--- config.mk ---
export PLATFORM = sky130hd
export DESIGN_NAME = dmasc_top
export DESIGN_NICKNAME = d
export VERILOG_FILES = /design/src/design/dmasc_pkg.sv /design/src/design/dmasc_arbiter.sv /design/src/design/dmasc_top.sv
export SDC_FILE = /design/constraint.sdc
export NUM_CORES = 1
export LEC_CHECK = 0
export BUFFER_PORTS_ARGS = -buffer_cell sky130_fd_sc_hd__clkbuf_2
export CAP_MARGIN = 25
export CORE_ASPECT_RATIO = 1.5
export CORE_MARGIN = 2
export CORE_UTILIZATION = 45
export DETAILED_ROUTE_END_ITERATION = 8
export GPL_TIMING_DRIVEN = 1
export PLACE_DENSITY = 0.62
export SYNTH_ARGS = -nofsm -noshare
export SYNTH_HDL_FRONTEND = slang
export SYNTH_HIERARCHICAL = 1
export SYNTH_SLANG_ARGS = --single-unit
--- constraint.sdc ---
create_clock -name mclk_in -period 11.5 [get_ports mclk_in]
set_clock_uncertainty 0.1 [all_clocks]
set_input_delay 0 -clock mclk_in [delete_from_list [all_inputs] [get_ports mclk_in]]
set_output_delay 0 -clock mclk_in [all_outputs]
set_load 0.01 [all_outputs]
--- src/design/dmasc_pkg.sv ---
// Purpose: Shared constants for the DMA channel service control block.
// Assumes: Four channels, 16-bit address and count, AHB-Lite registers.
// Notes: Offsets are byte addresses of aligned 32-bit words.
package dmasc_pkg;
   localparam logic [7:0] OFF_CMD = 8'h00;
   localparam logic [7:0] OFF_STATUS = 8'h04;
   localparam logic [7:0] OFF_REQ = 8'h08;
   localparam logic [7:0] OFF_MASK = 8'h0C;
   localparam logic [7:0] OFF_TEMP = 8'h10;
   localparam logic [7:0] OFF_MODE0 = 8'h20;
   localparam logic [7:0] OFF_ADDR0 = 8'h30;
   localparam logic [7:0] OFF_CNT0 = 8'h40;
   localparam logic [7:0] OFF_CURA0 = 8'h50;
   localparam logic [7:0] OFF_CURC0 = 8'h60;
   localparam int CMD_MM = 0;
   localparam int CMD_HOLD = 1;
   localparam int CMD_DIS = 2;
   localparam int CMD_ROT = 4;
   localparam int CMD_ACKHI = 7;
   localparam int MODE_TYPE = 2;
   localparam int MODE_AUTO = 4;
   localparam int MODE_DEC = 5;
   localparam int MODE_SVC = 6;
   localparam logic [1:0] TYPE_VERIFY = 2'h0;
   localparam logic [1:0] TYPE_WRITE = 2'h1;
   localparam logic [1:0] TYPE_READ = 2'h2;
   localparam logic [1:0] SVC_DEMAND = 2'h0;
   localparam logic [1:0] SVC_SINGLE = 2'h1;
   localparam logic [1:0] SVC_BLOCK = 2'h2;
   localparam logic [1:0] SVC_CASCADE = 2'h3;
   localparam logic [7:0] CMD_RESET = 8'h00;
   localparam logic [3:0] MASK_RESET = 4'hF;
   localparam logic [15:0] CNT_WRAP = 16'hFFFF;
   typedef enum logic [2:0] {
      DMASC_IDLE = 3'h0,
      DMASC_S0 = 3'h1,
      DMASC_S1 = 3'h3,
      DMASC_S2 = 3'h2,
      DMASC_S4 = 3'h6,
      DMASC_M1 = 3'h7,
      DMASC_CAS = 3'h5,
      DMASC_END = 3'h4
   } dmasc_state_e;
endpackage : dmasc_pkg

--- src/design/dmasc_arbiter.sv ---
// Purpose: Picks the winning channel among pending requests.
// Assumes: Request vector already masked by the caller.
// Notes: Purely combinational; the caller samples it on grant.
`timescale 1ns/1ns
module dmasc_arbiter (
   input wire logic [3:0] pend_in,
   input wire logic rotate_in,
   input wire logic [1:0] last_in,
   output logic hit_out,
   output logic [1:0] win_out
);
   logic [1:0] start;
   logic [1:0] idx;
   always_comb begin
      // Rotation starts just after the last serviced channel.
      start = rotate_in ? 2'(last_in + 2'h1) : 2'h0;
      hit_out = 1'b0;
      win_out = 2'h0;
      idx = 2'h0;
      for (int i = 3; i >= 0; i--) begin
         idx = 2'(start + 2'(i));
         if (pend_in[idx]) begin
            hit_out = 1'b1;
            win_out = idx;
         end
      end
   end
endmodule : dmasc_arbiter

--- src/design/dmasc_top.sv ---
// Purpose: Active-cycle service control of a four-channel DMA engine.
// Assumes: AHB-Lite slave with single word transfers; one 250 MHz clock.
// Notes: Memory data bus and address latch are outside this block.
`timescale 1ns/1ns
module dmasc_top (
   input wire logic mclk_in,
   input wire logic rst_b_in,
   input wire logic hsel_in,
   input wire logic [31:0] haddr_in,
   input wire logic [1:0] htrans_in,
   input wire logic hwrite_in,
   input wire logic [2:0] hsize_in,
   input wire logic [31:0] hwdata_in,
   input wire logic hready_in,
   output logic [31:0] hrdata_out,
   output logic hreadyout_out,
   output logic hresp_out,
   input wire logic [3:0] chan_request_in,
   output logic [3:0] chan_ack_out,
   output logic hold_request_out,
   input wire logic hold_grant_in,
   input wire logic ready_in,
   input wire logic end_of_process_b_in,
   output logic end_of_process_b_out,
   output logic end_of_process_oe_b_out,
   output logic [15:0] addr_out,
   output logic upper_addr_enable_out,
   output logic mem_read_strobe_b_out,
   output logic mem_write_strobe_b_out,
   output logic io_read_strobe_b_out,
   output logic io_write_strobe_b_out,
   input wire logic [7:0] mem_data_in,
   output logic [7:0] mem_data_out
);
   logic [1:0] rst_sync_reg;
   logic rst_b;
   logic [3:0] chan_request_a_reg, chan_request_b_reg;
   logic [1:0] hold_grant_reg, rdy_reg, eop_reg;
   logic hold_grant, rdy, ext_eop;
   logic [7:0] cmd_reg;
   logic [3:0] mask_reg, sreq_reg, tc_reg;
   logic [7:0] temp_reg;
   logic [7:0] mode_reg [4];
   logic [15:0] base_a_reg [4];
   logic [15:0] base_c_reg [4];
   logic [15:0] cur_a_reg [4];
   logic [15:0] cur_c_reg [4];
   dmasc_pkg::dmasc_state_e state_reg;
   logic [1:0] ch_reg, last_reg;
   logic eop_pulse_reg;
   logic [3:0] ack_reg;
   logic [7:0] dph_addr_reg;
   logic dph_wr_reg;
   logic [3:0] pend;
   logic hit;
   logic [1:0] win;
   logic mm, mm_ch1, do_xfer, done, ext_end, chan_drop;
   logic [1:0] ttype, svc;
   logic [15:0] c_next;
   logic wr_hit, wr_go;
   logic [1:0] sel;
   logic [7:0] off;

   // A hold that lags the bus would let software race the engine.
   always_ff @(posedge mclk_in or negedge rst_b_in) begin
      if (!rst_b_in) begin
         rst_sync_reg <= 2'h0;
      end else begin
         rst_sync_reg <= {rst_sync_reg[0], 1'b1};
      end
   end
   assign rst_b = rst_sync_reg[1];

   always_ff @(posedge mclk_in or negedge rst_b) begin
      if (!rst_b) begin
         chan_request_a_reg <= 4'h0;
         chan_request_b_reg <= 4'h0;
         hold_grant_reg <= 2'h0;
         rdy_reg <= 2'h0;
         eop_reg <= 2'h3;
      end else begin
         chan_request_a_reg <= chan_request_in;
         chan_request_b_reg <= chan_request_a_reg;
         hold_grant_reg <= {hold_grant_reg[0], hold_grant_in};
         rdy_reg <= {rdy_reg[0], ready_in};
         eop_reg <= {eop_reg[0], end_of_process_b_in};
      end
   end
   assign hold_grant = hold_grant_reg[1];
   assign rdy = rdy_reg[1];
   assign ext_eop = !eop_reg[1];

   function automatic logic [15:0] step(input logic [15:0] a,
                                        input logic dec);
      step = dec ? 16'(a - 16'h0001) : 16'(a + 16'h0001);
   endfunction : step

   assign mm = cmd_reg[dmasc_pkg::CMD_MM];
   // Masks still gate cascade channels.
   assign pend = cmd_reg[dmasc_pkg::CMD_DIS] ? 4'h0 :
                 (sreq_reg | (chan_request_b_reg & ~mask_reg)) &
                 (mm ? 4'hD : 4'hF);
   assign ttype = mode_reg[ch_reg][dmasc_pkg::MODE_TYPE +: 2];
   assign svc = mode_reg[ch_reg][dmasc_pkg::MODE_SVC +: 2];
   assign c_next = 16'(cur_c_reg[mm_ch1 ? 2'h1 : ch_reg] - 16'h0001);
   assign mm_ch1 = mm && (ch_reg == 2'h0);
   // Verify ignores ready.
   assign do_xfer = (state_reg == dmasc_pkg::DMASC_S4) &&
                    (rdy || ttype == dmasc_pkg::TYPE_VERIFY || mm);
   // Count underflow marks the last transfer.
   assign done = c_next == dmasc_pkg::CNT_WRAP;
   assign ext_end = ext_eop && svc != dmasc_pkg::SVC_CASCADE;
   assign chan_drop = !chan_request_b_reg[ch_reg] && !sreq_reg[ch_reg];

   dmasc_arbiter u_arb (
      .pend_in(pend),
      .rotate_in(cmd_reg[dmasc_pkg::CMD_ROT]),
      .last_in(last_reg),
      .hit_out(hit),
      .win_out(win)
   );

   always_ff @(posedge mclk_in or negedge rst_b) begin
      if (!rst_b) begin
         state_reg <= dmasc_pkg::DMASC_IDLE;
         ch_reg <= 2'h0;
         last_reg <= 2'h3;
         eop_pulse_reg <= 1'b0;
      end else begin
         eop_pulse_reg <= 1'b0;
         case (state_reg)
            dmasc_pkg::DMASC_IDLE: begin
               if (hit) begin
                  state_reg <= dmasc_pkg::DMASC_S0;
               end
            end
            dmasc_pkg::DMASC_S0: begin
               if (hold_grant) begin
                  // Winner chosen fresh on each grant; memory-to-memory always takes channel 0.
                  ch_reg <= mm ? 2'h0 : win;
                  if (!hit) begin
                     state_reg <= dmasc_pkg::DMASC_END;
                  end else if (!mm && mode_reg[win][dmasc_pkg::MODE_SVC +: 2]
                               == dmasc_pkg::SVC_CASCADE) begin
                     state_reg <= dmasc_pkg::DMASC_CAS;
                  end else begin
                     state_reg <= dmasc_pkg::DMASC_S1;
                  end
               end
            end
            dmasc_pkg::DMASC_S1: begin
               state_reg <= dmasc_pkg::DMASC_S2;
            end
            dmasc_pkg::DMASC_S2: begin
               state_reg <= dmasc_pkg::DMASC_S4;
            end
            dmasc_pkg::DMASC_S4: begin
               if (do_xfer && mm) begin
                  state_reg <= dmasc_pkg::DMASC_M1;
               end else if (do_xfer) begin
                  eop_pulse_reg <= done || ext_end;
                  // No other channel cuts in mid-service.
                  if (done || ext_end ||
                      svc == dmasc_pkg::SVC_SINGLE ||
                      (svc == dmasc_pkg::SVC_DEMAND && chan_drop)) begin
                     state_reg <= dmasc_pkg::DMASC_END;
                  end else begin
                     state_reg <= dmasc_pkg::DMASC_S2;
                  end
               end
            end
            dmasc_pkg::DMASC_M1: begin
               // Write half finishes before any end.
               eop_pulse_reg <= done || ext_eop;
               state_reg <= (done || ext_eop) ? dmasc_pkg::DMASC_END :
                            dmasc_pkg::DMASC_S2;
            end
            dmasc_pkg::DMASC_CAS: begin
               if (!hold_grant || !pend[ch_reg]) begin
                  state_reg <= dmasc_pkg::DMASC_END;
               end
            end
            dmasc_pkg::DMASC_END: begin
               last_reg <= ch_reg;
               if (!hold_grant) begin
                  state_reg <= dmasc_pkg::DMASC_IDLE;
               end
            end
            default: begin
               state_reg <= dmasc_pkg::DMASC_IDLE;
            end
         endcase
      end
   end

   assign hold_request_out = state_reg != dmasc_pkg::DMASC_IDLE &&
                             state_reg != dmasc_pkg::DMASC_END;

   // Acknowledge asserts once the channel owns the bus, except in memory-to-memory mode.
   always_ff @(posedge mclk_in or negedge rst_b) begin
      if (!rst_b) begin
         ack_reg <= 4'h0;
      end else begin
         ack_reg <= 4'h0;
         if (!mm && (state_reg == dmasc_pkg::DMASC_S1 ||
             state_reg == dmasc_pkg::DMASC_S2 ||
             state_reg == dmasc_pkg::DMASC_S4 ||
             state_reg == dmasc_pkg::DMASC_CAS)) begin
            ack_reg[ch_reg] <= 1'b1;
         end
      end
   end
   assign chan_ack_out = cmd_reg[dmasc_pkg::CMD_ACKHI] ? ack_reg : ~ack_reg;

   // Strobes pair by transfer type; cascade drives none.
   always_ff @(posedge mclk_in or negedge rst_b) begin
      if (!rst_b) begin
         mem_read_strobe_b_out <= 1'b1;
         mem_write_strobe_b_out <= 1'b1;
         io_read_strobe_b_out <= 1'b1;
         io_write_strobe_b_out <= 1'b1;
         upper_addr_enable_out <= 1'b0;
         addr_out <= 16'h0000;
         end_of_process_b_out <= 1'b1;
         end_of_process_oe_b_out <= 1'b1;
      end else begin
         mem_read_strobe_b_out <= !((state_reg == dmasc_pkg::DMASC_S2 ||
            state_reg == dmasc_pkg::DMASC_S4) &&
            (mm || ttype == dmasc_pkg::TYPE_READ));
         mem_write_strobe_b_out <= !((state_reg == dmasc_pkg::DMASC_S4 &&
            !mm && ttype == dmasc_pkg::TYPE_WRITE) ||
            state_reg == dmasc_pkg::DMASC_M1);
         io_read_strobe_b_out <= !(!mm && ttype == dmasc_pkg::TYPE_WRITE &&
            (state_reg == dmasc_pkg::DMASC_S2 ||
             state_reg == dmasc_pkg::DMASC_S4));
         io_write_strobe_b_out <= !(!mm && ttype == dmasc_pkg::TYPE_READ &&
            state_reg == dmasc_pkg::DMASC_S4);
         upper_addr_enable_out <= state_reg == dmasc_pkg::DMASC_S1 ||
            state_reg == dmasc_pkg::DMASC_S2 ||
            state_reg == dmasc_pkg::DMASC_S4 ||
            state_reg == dmasc_pkg::DMASC_M1;
         addr_out <= (state_reg == dmasc_pkg::DMASC_M1) ? cur_a_reg[1] :
                     cur_a_reg[ch_reg];
         end_of_process_b_out <= !eop_pulse_reg;
         end_of_process_oe_b_out <= !eop_pulse_reg;
      end
   end

   assign wr_hit = hsel_in && hready_in && htrans_in[1];
   always_ff @(posedge mclk_in or negedge rst_b) begin
      if (!rst_b) begin
         dph_wr_reg <= 1'b0;
         dph_addr_reg <= 8'h00;
      end else if (hready_in) begin
         dph_wr_reg <= wr_hit && hwrite_in;
         dph_addr_reg <= haddr_in[7:0];
      end
   end
   // Software writes only take effect while hold is not requested (idle or end state).
   assign wr_go = dph_wr_reg && !hold_request_out;
   assign off = dph_addr_reg;
   assign sel = off[3:2];

   always_ff @(posedge mclk_in or negedge rst_b) begin
      if (!rst_b) begin
         cmd_reg <= dmasc_pkg::CMD_RESET;
         temp_reg <= 8'h00;
      end else begin
         if (wr_go && off == dmasc_pkg::OFF_CMD) begin
            cmd_reg <= hwdata_in[7:0];
         end
         if (state_reg == dmasc_pkg::DMASC_S4 && mm && do_xfer) begin
            temp_reg <= mem_data_in;
         end
      end
   end
   assign mem_data_out = temp_reg;

   // Status flags: hardware set wins over a software clear.
   always_ff @(posedge mclk_in or negedge rst_b) begin
      if (!rst_b) begin
         mask_reg <= dmasc_pkg::MASK_RESET;
         sreq_reg <= 4'h0;
         tc_reg <= 4'h0;
      end else begin
         if (wr_go && off == dmasc_pkg::OFF_MASK) begin
            mask_reg <= hwdata_in[3:0];
         end
         if (wr_go && off == dmasc_pkg::OFF_REQ) begin
            sreq_reg <= hwdata_in[3:0];
         end
         if (wr_go && off == dmasc_pkg::OFF_STATUS) begin
            tc_reg <= tc_reg & ~hwdata_in[3:0];
         end
         if (state_reg == dmasc_pkg::DMASC_S4 && do_xfer && !mm && done) begin
            tc_reg[ch_reg] <= 1'b1;
            sreq_reg[ch_reg] <= 1'b0;
            if (!mode_reg[ch_reg][dmasc_pkg::MODE_AUTO]) begin
               mask_reg[ch_reg] <= 1'b1;
            end
         end
         if (state_reg == dmasc_pkg::DMASC_M1 && (done || ext_eop)) begin
            sreq_reg[0] <= 1'b0;
            if (done) begin
               tc_reg[1] <= 1'b1;
            end
            if (!mode_reg[1][dmasc_pkg::MODE_AUTO]) begin
               mask_reg[1] <= 1'b1;
            end
         end
         if (state_reg == dmasc_pkg::DMASC_S4 && do_xfer && !mm &&
             ext_end) begin
            sreq_reg[ch_reg] <= 1'b0;
         end
      end
   end

   // Per-channel mode, base and current words.
   always_ff @(posedge mclk_in or negedge rst_b) begin
      if (!rst_b) begin
         for (int i = 0; i < 4; i++) begin
            mode_reg[i] <= 8'h00;
            base_a_reg[i] <= 16'h0000;
            base_c_reg[i] <= 16'h0000;
            cur_a_reg[i] <= 16'h0000;
            cur_c_reg[i] <= 16'h0000;
         end
      end else begin
         if (wr_go && off[7:4] == dmasc_pkg::OFF_MODE0[7:4]) begin
            mode_reg[sel] <= hwdata_in[7:0];
         end
         if (wr_go && off[7:4] == dmasc_pkg::OFF_ADDR0[7:4]) begin
            base_a_reg[sel] <= hwdata_in[15:0];
            cur_a_reg[sel] <= hwdata_in[15:0];
         end
         if (wr_go && off[7:4] == dmasc_pkg::OFF_CNT0[7:4]) begin
            base_c_reg[sel] <= hwdata_in[15:0];
            cur_c_reg[sel] <= hwdata_in[15:0];
         end
         if (do_xfer && !mm) begin
            cur_c_reg[ch_reg] <= c_next;
            cur_a_reg[ch_reg] <= step(cur_a_reg[ch_reg],
               mode_reg[ch_reg][dmasc_pkg::MODE_DEC]);
            if ((done || ext_end) &&
                mode_reg[ch_reg][dmasc_pkg::MODE_AUTO]) begin
               cur_a_reg[ch_reg] <= base_a_reg[ch_reg];
               cur_c_reg[ch_reg] <= base_c_reg[ch_reg];
            end
         end
         if (do_xfer && mm) begin
            cur_c_reg[0] <= 16'(cur_c_reg[0] - 16'h0001);
            if (!cmd_reg[dmasc_pkg::CMD_HOLD]) begin
               cur_a_reg[0] <= step(cur_a_reg[0],
                  mode_reg[0][dmasc_pkg::MODE_DEC]);
            end
            if (cur_c_reg[0] == 16'h0000 &&
                mode_reg[0][dmasc_pkg::MODE_AUTO]) begin
               cur_a_reg[0] <= base_a_reg[0];
               cur_c_reg[0] <= base_c_reg[0];
            end
         end
         if (state_reg == dmasc_pkg::DMASC_M1) begin
            cur_c_reg[1] <= c_next;
            cur_a_reg[1] <= step(cur_a_reg[1],
               mode_reg[1][dmasc_pkg::MODE_DEC]);
            if ((done || ext_eop) && mode_reg[1][dmasc_pkg::MODE_AUTO]) begin
               cur_a_reg[1] <= base_a_reg[1];
               cur_c_reg[1] <= base_c_reg[1];
            end
         end
      end
   end

   always_comb begin
      hrdata_out = 32'h0000_0000;
      case (off[7:4])
         4'h0: begin
            case (sel)
               2'h0: hrdata_out = {24'h000000, cmd_reg};
               2'h1: hrdata_out = {24'h000000, sreq_reg, tc_reg};
               2'h2: hrdata_out = {28'h0000000, sreq_reg};
               default: hrdata_out = {28'h0000000, mask_reg};
            endcase
         end
         4'h1: hrdata_out = {24'h000000, temp_reg};
         4'h2: hrdata_out = {24'h000000, mode_reg[sel]};
         4'h3: hrdata_out = {16'h0000, base_a_reg[sel]};
         4'h4: hrdata_out = {16'h0000, base_c_reg[sel]};
         4'h5: hrdata_out = {16'h0000, cur_a_reg[sel]};
         4'h6: hrdata_out = {16'h0000, cur_c_reg[sel]};
         default: hrdata_out = 32'h0000_0000;
      endcase
   end
   assign hreadyout_out = 1'b1;
   assign hresp_out = 1'b0;
endmodule : dmasc_top

==> flow_metrics.env <==
export IMPL_status="finished, final reports clean"
export IMPL_dp_hpwl_mm=60.2
export IMPL_yosysTopAreaCellShare_pct=37.9
export IMPL_h_tree_depth=2
export IMPL_fill_cells=4811
export IMPL_ctsHoldBuffers=60
export IMPL_hold_viol=0
export IMPL_clk_latency_ns=0.57
export IMPL_rows=103
export IMPL_rrSetupSlack_ns=4.65
export IMPL_crit_end="cur_a_reg[38]"
export IMPL_startpoint="ch_reg[0]"
export IMPL_dr_pass1_iters=6
export IMPL_crit_family="buffers and inverters"
export IMPL_gp_congestion=0.954
export IMPL_wl_per_cell_um=26.6
export IMPL_drt_total_wl_mm=91.5
export IMPL_worst_r2r_endpoint="cur_a_reg[38]"
export IMPL_ys_ff_latch=375
export IMPL_root_buffer="clkbuf_16"
export IMPL_async_flop_share_pct=100
export IMPL_cp_end_kind="flop"
export IMPL_ys_types=89
export IMPL_cp_arrival_ns=7.22
export IMPL_path_cells="buf_4 -> or2_1 -> mux2i_1 -> o21a_1 -> ha_1 -> and2_1 -> nand4_1 -> xor2_1 -> o2111ai_1 -> or2_1 -> buf_4 -> o21ai_4 -> buf_4 -> mux2_2 -> o22ai_1"
export IMPL_maxSlewViolCount=0
export IMPL_drv_cap=0
export IMPL_core_region_area_um2=52600
export IMPL_holdWs_ns=0.0651
export IMPL_vias=22221
export IMPL_grt_pass1_vias=22547
export IMPL_via_per_inst=6.47
export IMPL_grt_pass1_wl_mm=138
export IMPL_setup_viol=0
export IMPL_path_common_cell="buf_4"
export IMPL_tns_ns=0
export IMPL_synth_top_cells_by_area="dfrtp_1 38%, nand2_1 11%, mux4_2 9.2%"
export IMPL_final_cells=3433
export IMPL_die_area_um2=55000
export IMPL_cts_buffers=40
export IMPL_dp_cells=3299
export IMPL_synth_cell_area_um2=23900
export IMPL_crit_fanout=40
export IMPL_power_static_leakage_nw=11.8
export IMPL_fmax_mhz=146
export IMPL_drt_iter0_markers=2396
export IMPL_fin_crit_ns=6.85
export IMPL_synth_top_cell_by_area="dfrtp_1"
export IMPL_postCtsSetupBuffers=0
export IMPL_layout_nets=2856
export IMPL_antenna_found_initial=1
export IMPL_yosysWarningCount=6
export IMPL_crit_type="flop to flop"
export IMPL_cpPeakStageDelay_ns=0.78
export IMPL_synth_seq_area_share_pct=39.3
export IMPL_tightestPinTransition_ns=1.14
export IMPL_crit_path_start_kind="flop"
export IMPL_reg2reg_depth=15
export IMPL_port_buffers=96
export IMPL_r2r_start="ch_reg[0]"
export IMPL_cts_resized=0
export IMPL_synth_top_flop_cell="dfrtp_1"
export IMPL_avgSynthCellArea_um2=9.02
export IMPL_clkSinkCount=375
export IMPL_fp_dieH_um=286
export IMPL_path_depth=15
export IMPL_p_per_area_nw_per_um2=248
export IMPL_final_area_um2=26900
export IMPL_clk_pin_slew_worst_paths_ns=0.07
export IMPL_cts_tree="done"
export IMPL_vdd_drop_max_uv=155
export IMPL_dpl_instance_area_um2=25000
export IMPL_finalCritPeriodShare_pct=59.6
export IMPL_worstPathRequired_ns=11.87
export IMPL_clock_path_buffers=3
export IMPL_crit_slowest_cell="dfrtp_4"
export IMPL_final_antenna_net_count=0
export IMPL_track_usage_pct=33.5
export IMPL_start_util_pct=45.5
export IMPL_area_delta_synth_final_pct=12.5
export IMPL_synth_edf_count=0
export IMPL_postLayoutCoreUtil_pct=51.2
export IMPL_layout_drive_gt1_share_pct=16.1
export IMPL_critPathBufInv=3
export IMPL_drc=0
export IMPL_grt_ovfl_total=0
export IMPL_syn_inst=2651
export IMPL_die_width_um=192
export IMPL_grt_max_degree=170
export IMPL_hp_class="input port to flop"
export IMPL_ios=159
export IMPL_max_slew_margin_pct=23.9
export IMPL_rsz0062_at_grt="false"
[through the flow]
| stage | setup slack, ns | power, mW |
|---|---|---|
| 6_report | 4.65 | 6.66 |
| 5_1_grt | 4.43 | 7.04 |
| 4_1_cts | 4.75 | 6.62 |
| 3_5_place_dp | 4.79 | 5.25 |
| 3_3_place_gp | 4.94 | 5.18 |
| 2_1_floorplan | 0.197 | 4.24 |
[cells by family after synthesis]
group	Yosys count	share of synthesized area, %
AO/OA/AOI/OAI	590	16.0
multiplexers	232	15.2
other	2	0.0314
AND/OR/NAND/NOR	1084	19.7
buffers and inverters	250	4.57
adder cells (fa/ha/maj)	48	2.61
XOR/XNOR	70	2.56
flip-flops	375	39.3
[cell type report]
class,count,area (um2),share of cell area [%]
antenna,1,2.50,0.00930
inverter,48,180,0.670
timing repair buffer,211,1560,5.79
clock buffer,63,1220,4.54
tap,682,853,3.17
sequential,375,9420,35.0
multi-input combinational,2043,13600,50.5
clock inverter,10,95.1,0.354
[where the power goes]
| part | switching, mW | internal, mW | leakage, nW |
|---|---|---|---|
| clock network | 0.583 | 0.755 | 0.642 |
| registers | 0.421 | 1.65 | 3.91 |
| logic | 1.92 | 1.33 | 7.25 |
[cells in the mapped netlist (15+ instances only)]
| master | instances |
|---|---|
| buf_2 | 17 |
| a31oi_1 | 46 |
| nand3_1 | 56 |
| nor3_1 | 48 |
| nand4_1 | 15 |
| inv_1 | 46 |
| a22o_1 | 15 |
| buf_1 | 17 |
| mux4_2 | 98 |
| o211ai_1 | 47 |
| xor2_1 | 15 |
| a211oi_1 | 29 |
| xnor2_1 | 55 |
| clkbuf_1 | 132 |
| nor2_1 | 119 |
| and3_1 | 75 |
| a21oi_1 | 132 |
| mux2i_1 | 63 |
| ha_1 | 45 |
| nand2_1 | 685 |
| o21ai_1 | 17 |
| a22oi_1 | 25 |
| buf_4 | 27 |
| mux2_2 | 71 |
| dfrtp_1 | 362 |
| o21ai_0 | 144 |
[per-layer routing]
layer	global-route usage [%]	part of all wire [%]	routed length, um
met4	22.1	7.6	6940
met1	39.8	36	32500
met5	0	0.011	10
met3	5.10	8.3	7630
met2	55.8	48	44400
[worst min path at each step]
stage	start	endpoint	cells past startpoint
after floorplan	rst_b_in	rst_sync_reg[0]	0
after global placement	rst_b_in	rst_sync_reg[0]	1
after detailed placement	rst_b_in	rst_sync_reg[0]	1
after CTS	mem_data_in[3]	mem_data_out[3]	4
after global routing	mem_data_in[5]	mem_data_out[5]	4
final	mem_data_in[3]	mem_data_out[3]	4
[worst register-to-register path, stage by stage (launching register included)]
cell and delay [ns]:
dfrtp_4 0.78, buf_4 0.69, or2_1 0.56, mux2i_1 0.25, o21a_1 0.25, ha_1 0.29
and2_1 0.21, nand4_1 0.26, xor2_1 0.32, o2111ai_1 0.29, or2_1 0.58, buf_4 0.36
o21ai_4 0.69, buf_4 0.54, mux2_2 0.42, o22ai_1 0.16
[layout by cell type, fill, tap and decap left out, types with 16 or more instances in the layout]
cell	instances
xnor2_1	55
a22oi_1	25
a211oi_1	29
buf_4	49
mux2i_1	63
o21ai_0	144
clkbuf_2	96
a21oi_1	132
mux4_2	98
mux2_2	71
a31oi_1	46
inv_1	46
nand2_1	685
nor2_1	110
ha_1	45
and3_1	75
o211ai_1	47
dlygate4sd3_1	60
nor3_1	44
conb_1	19
o21ai_1	16
dfrtp_1	357
nand3_1	54
clkbuf_16	42
Power figures use the tool's default switching activity.
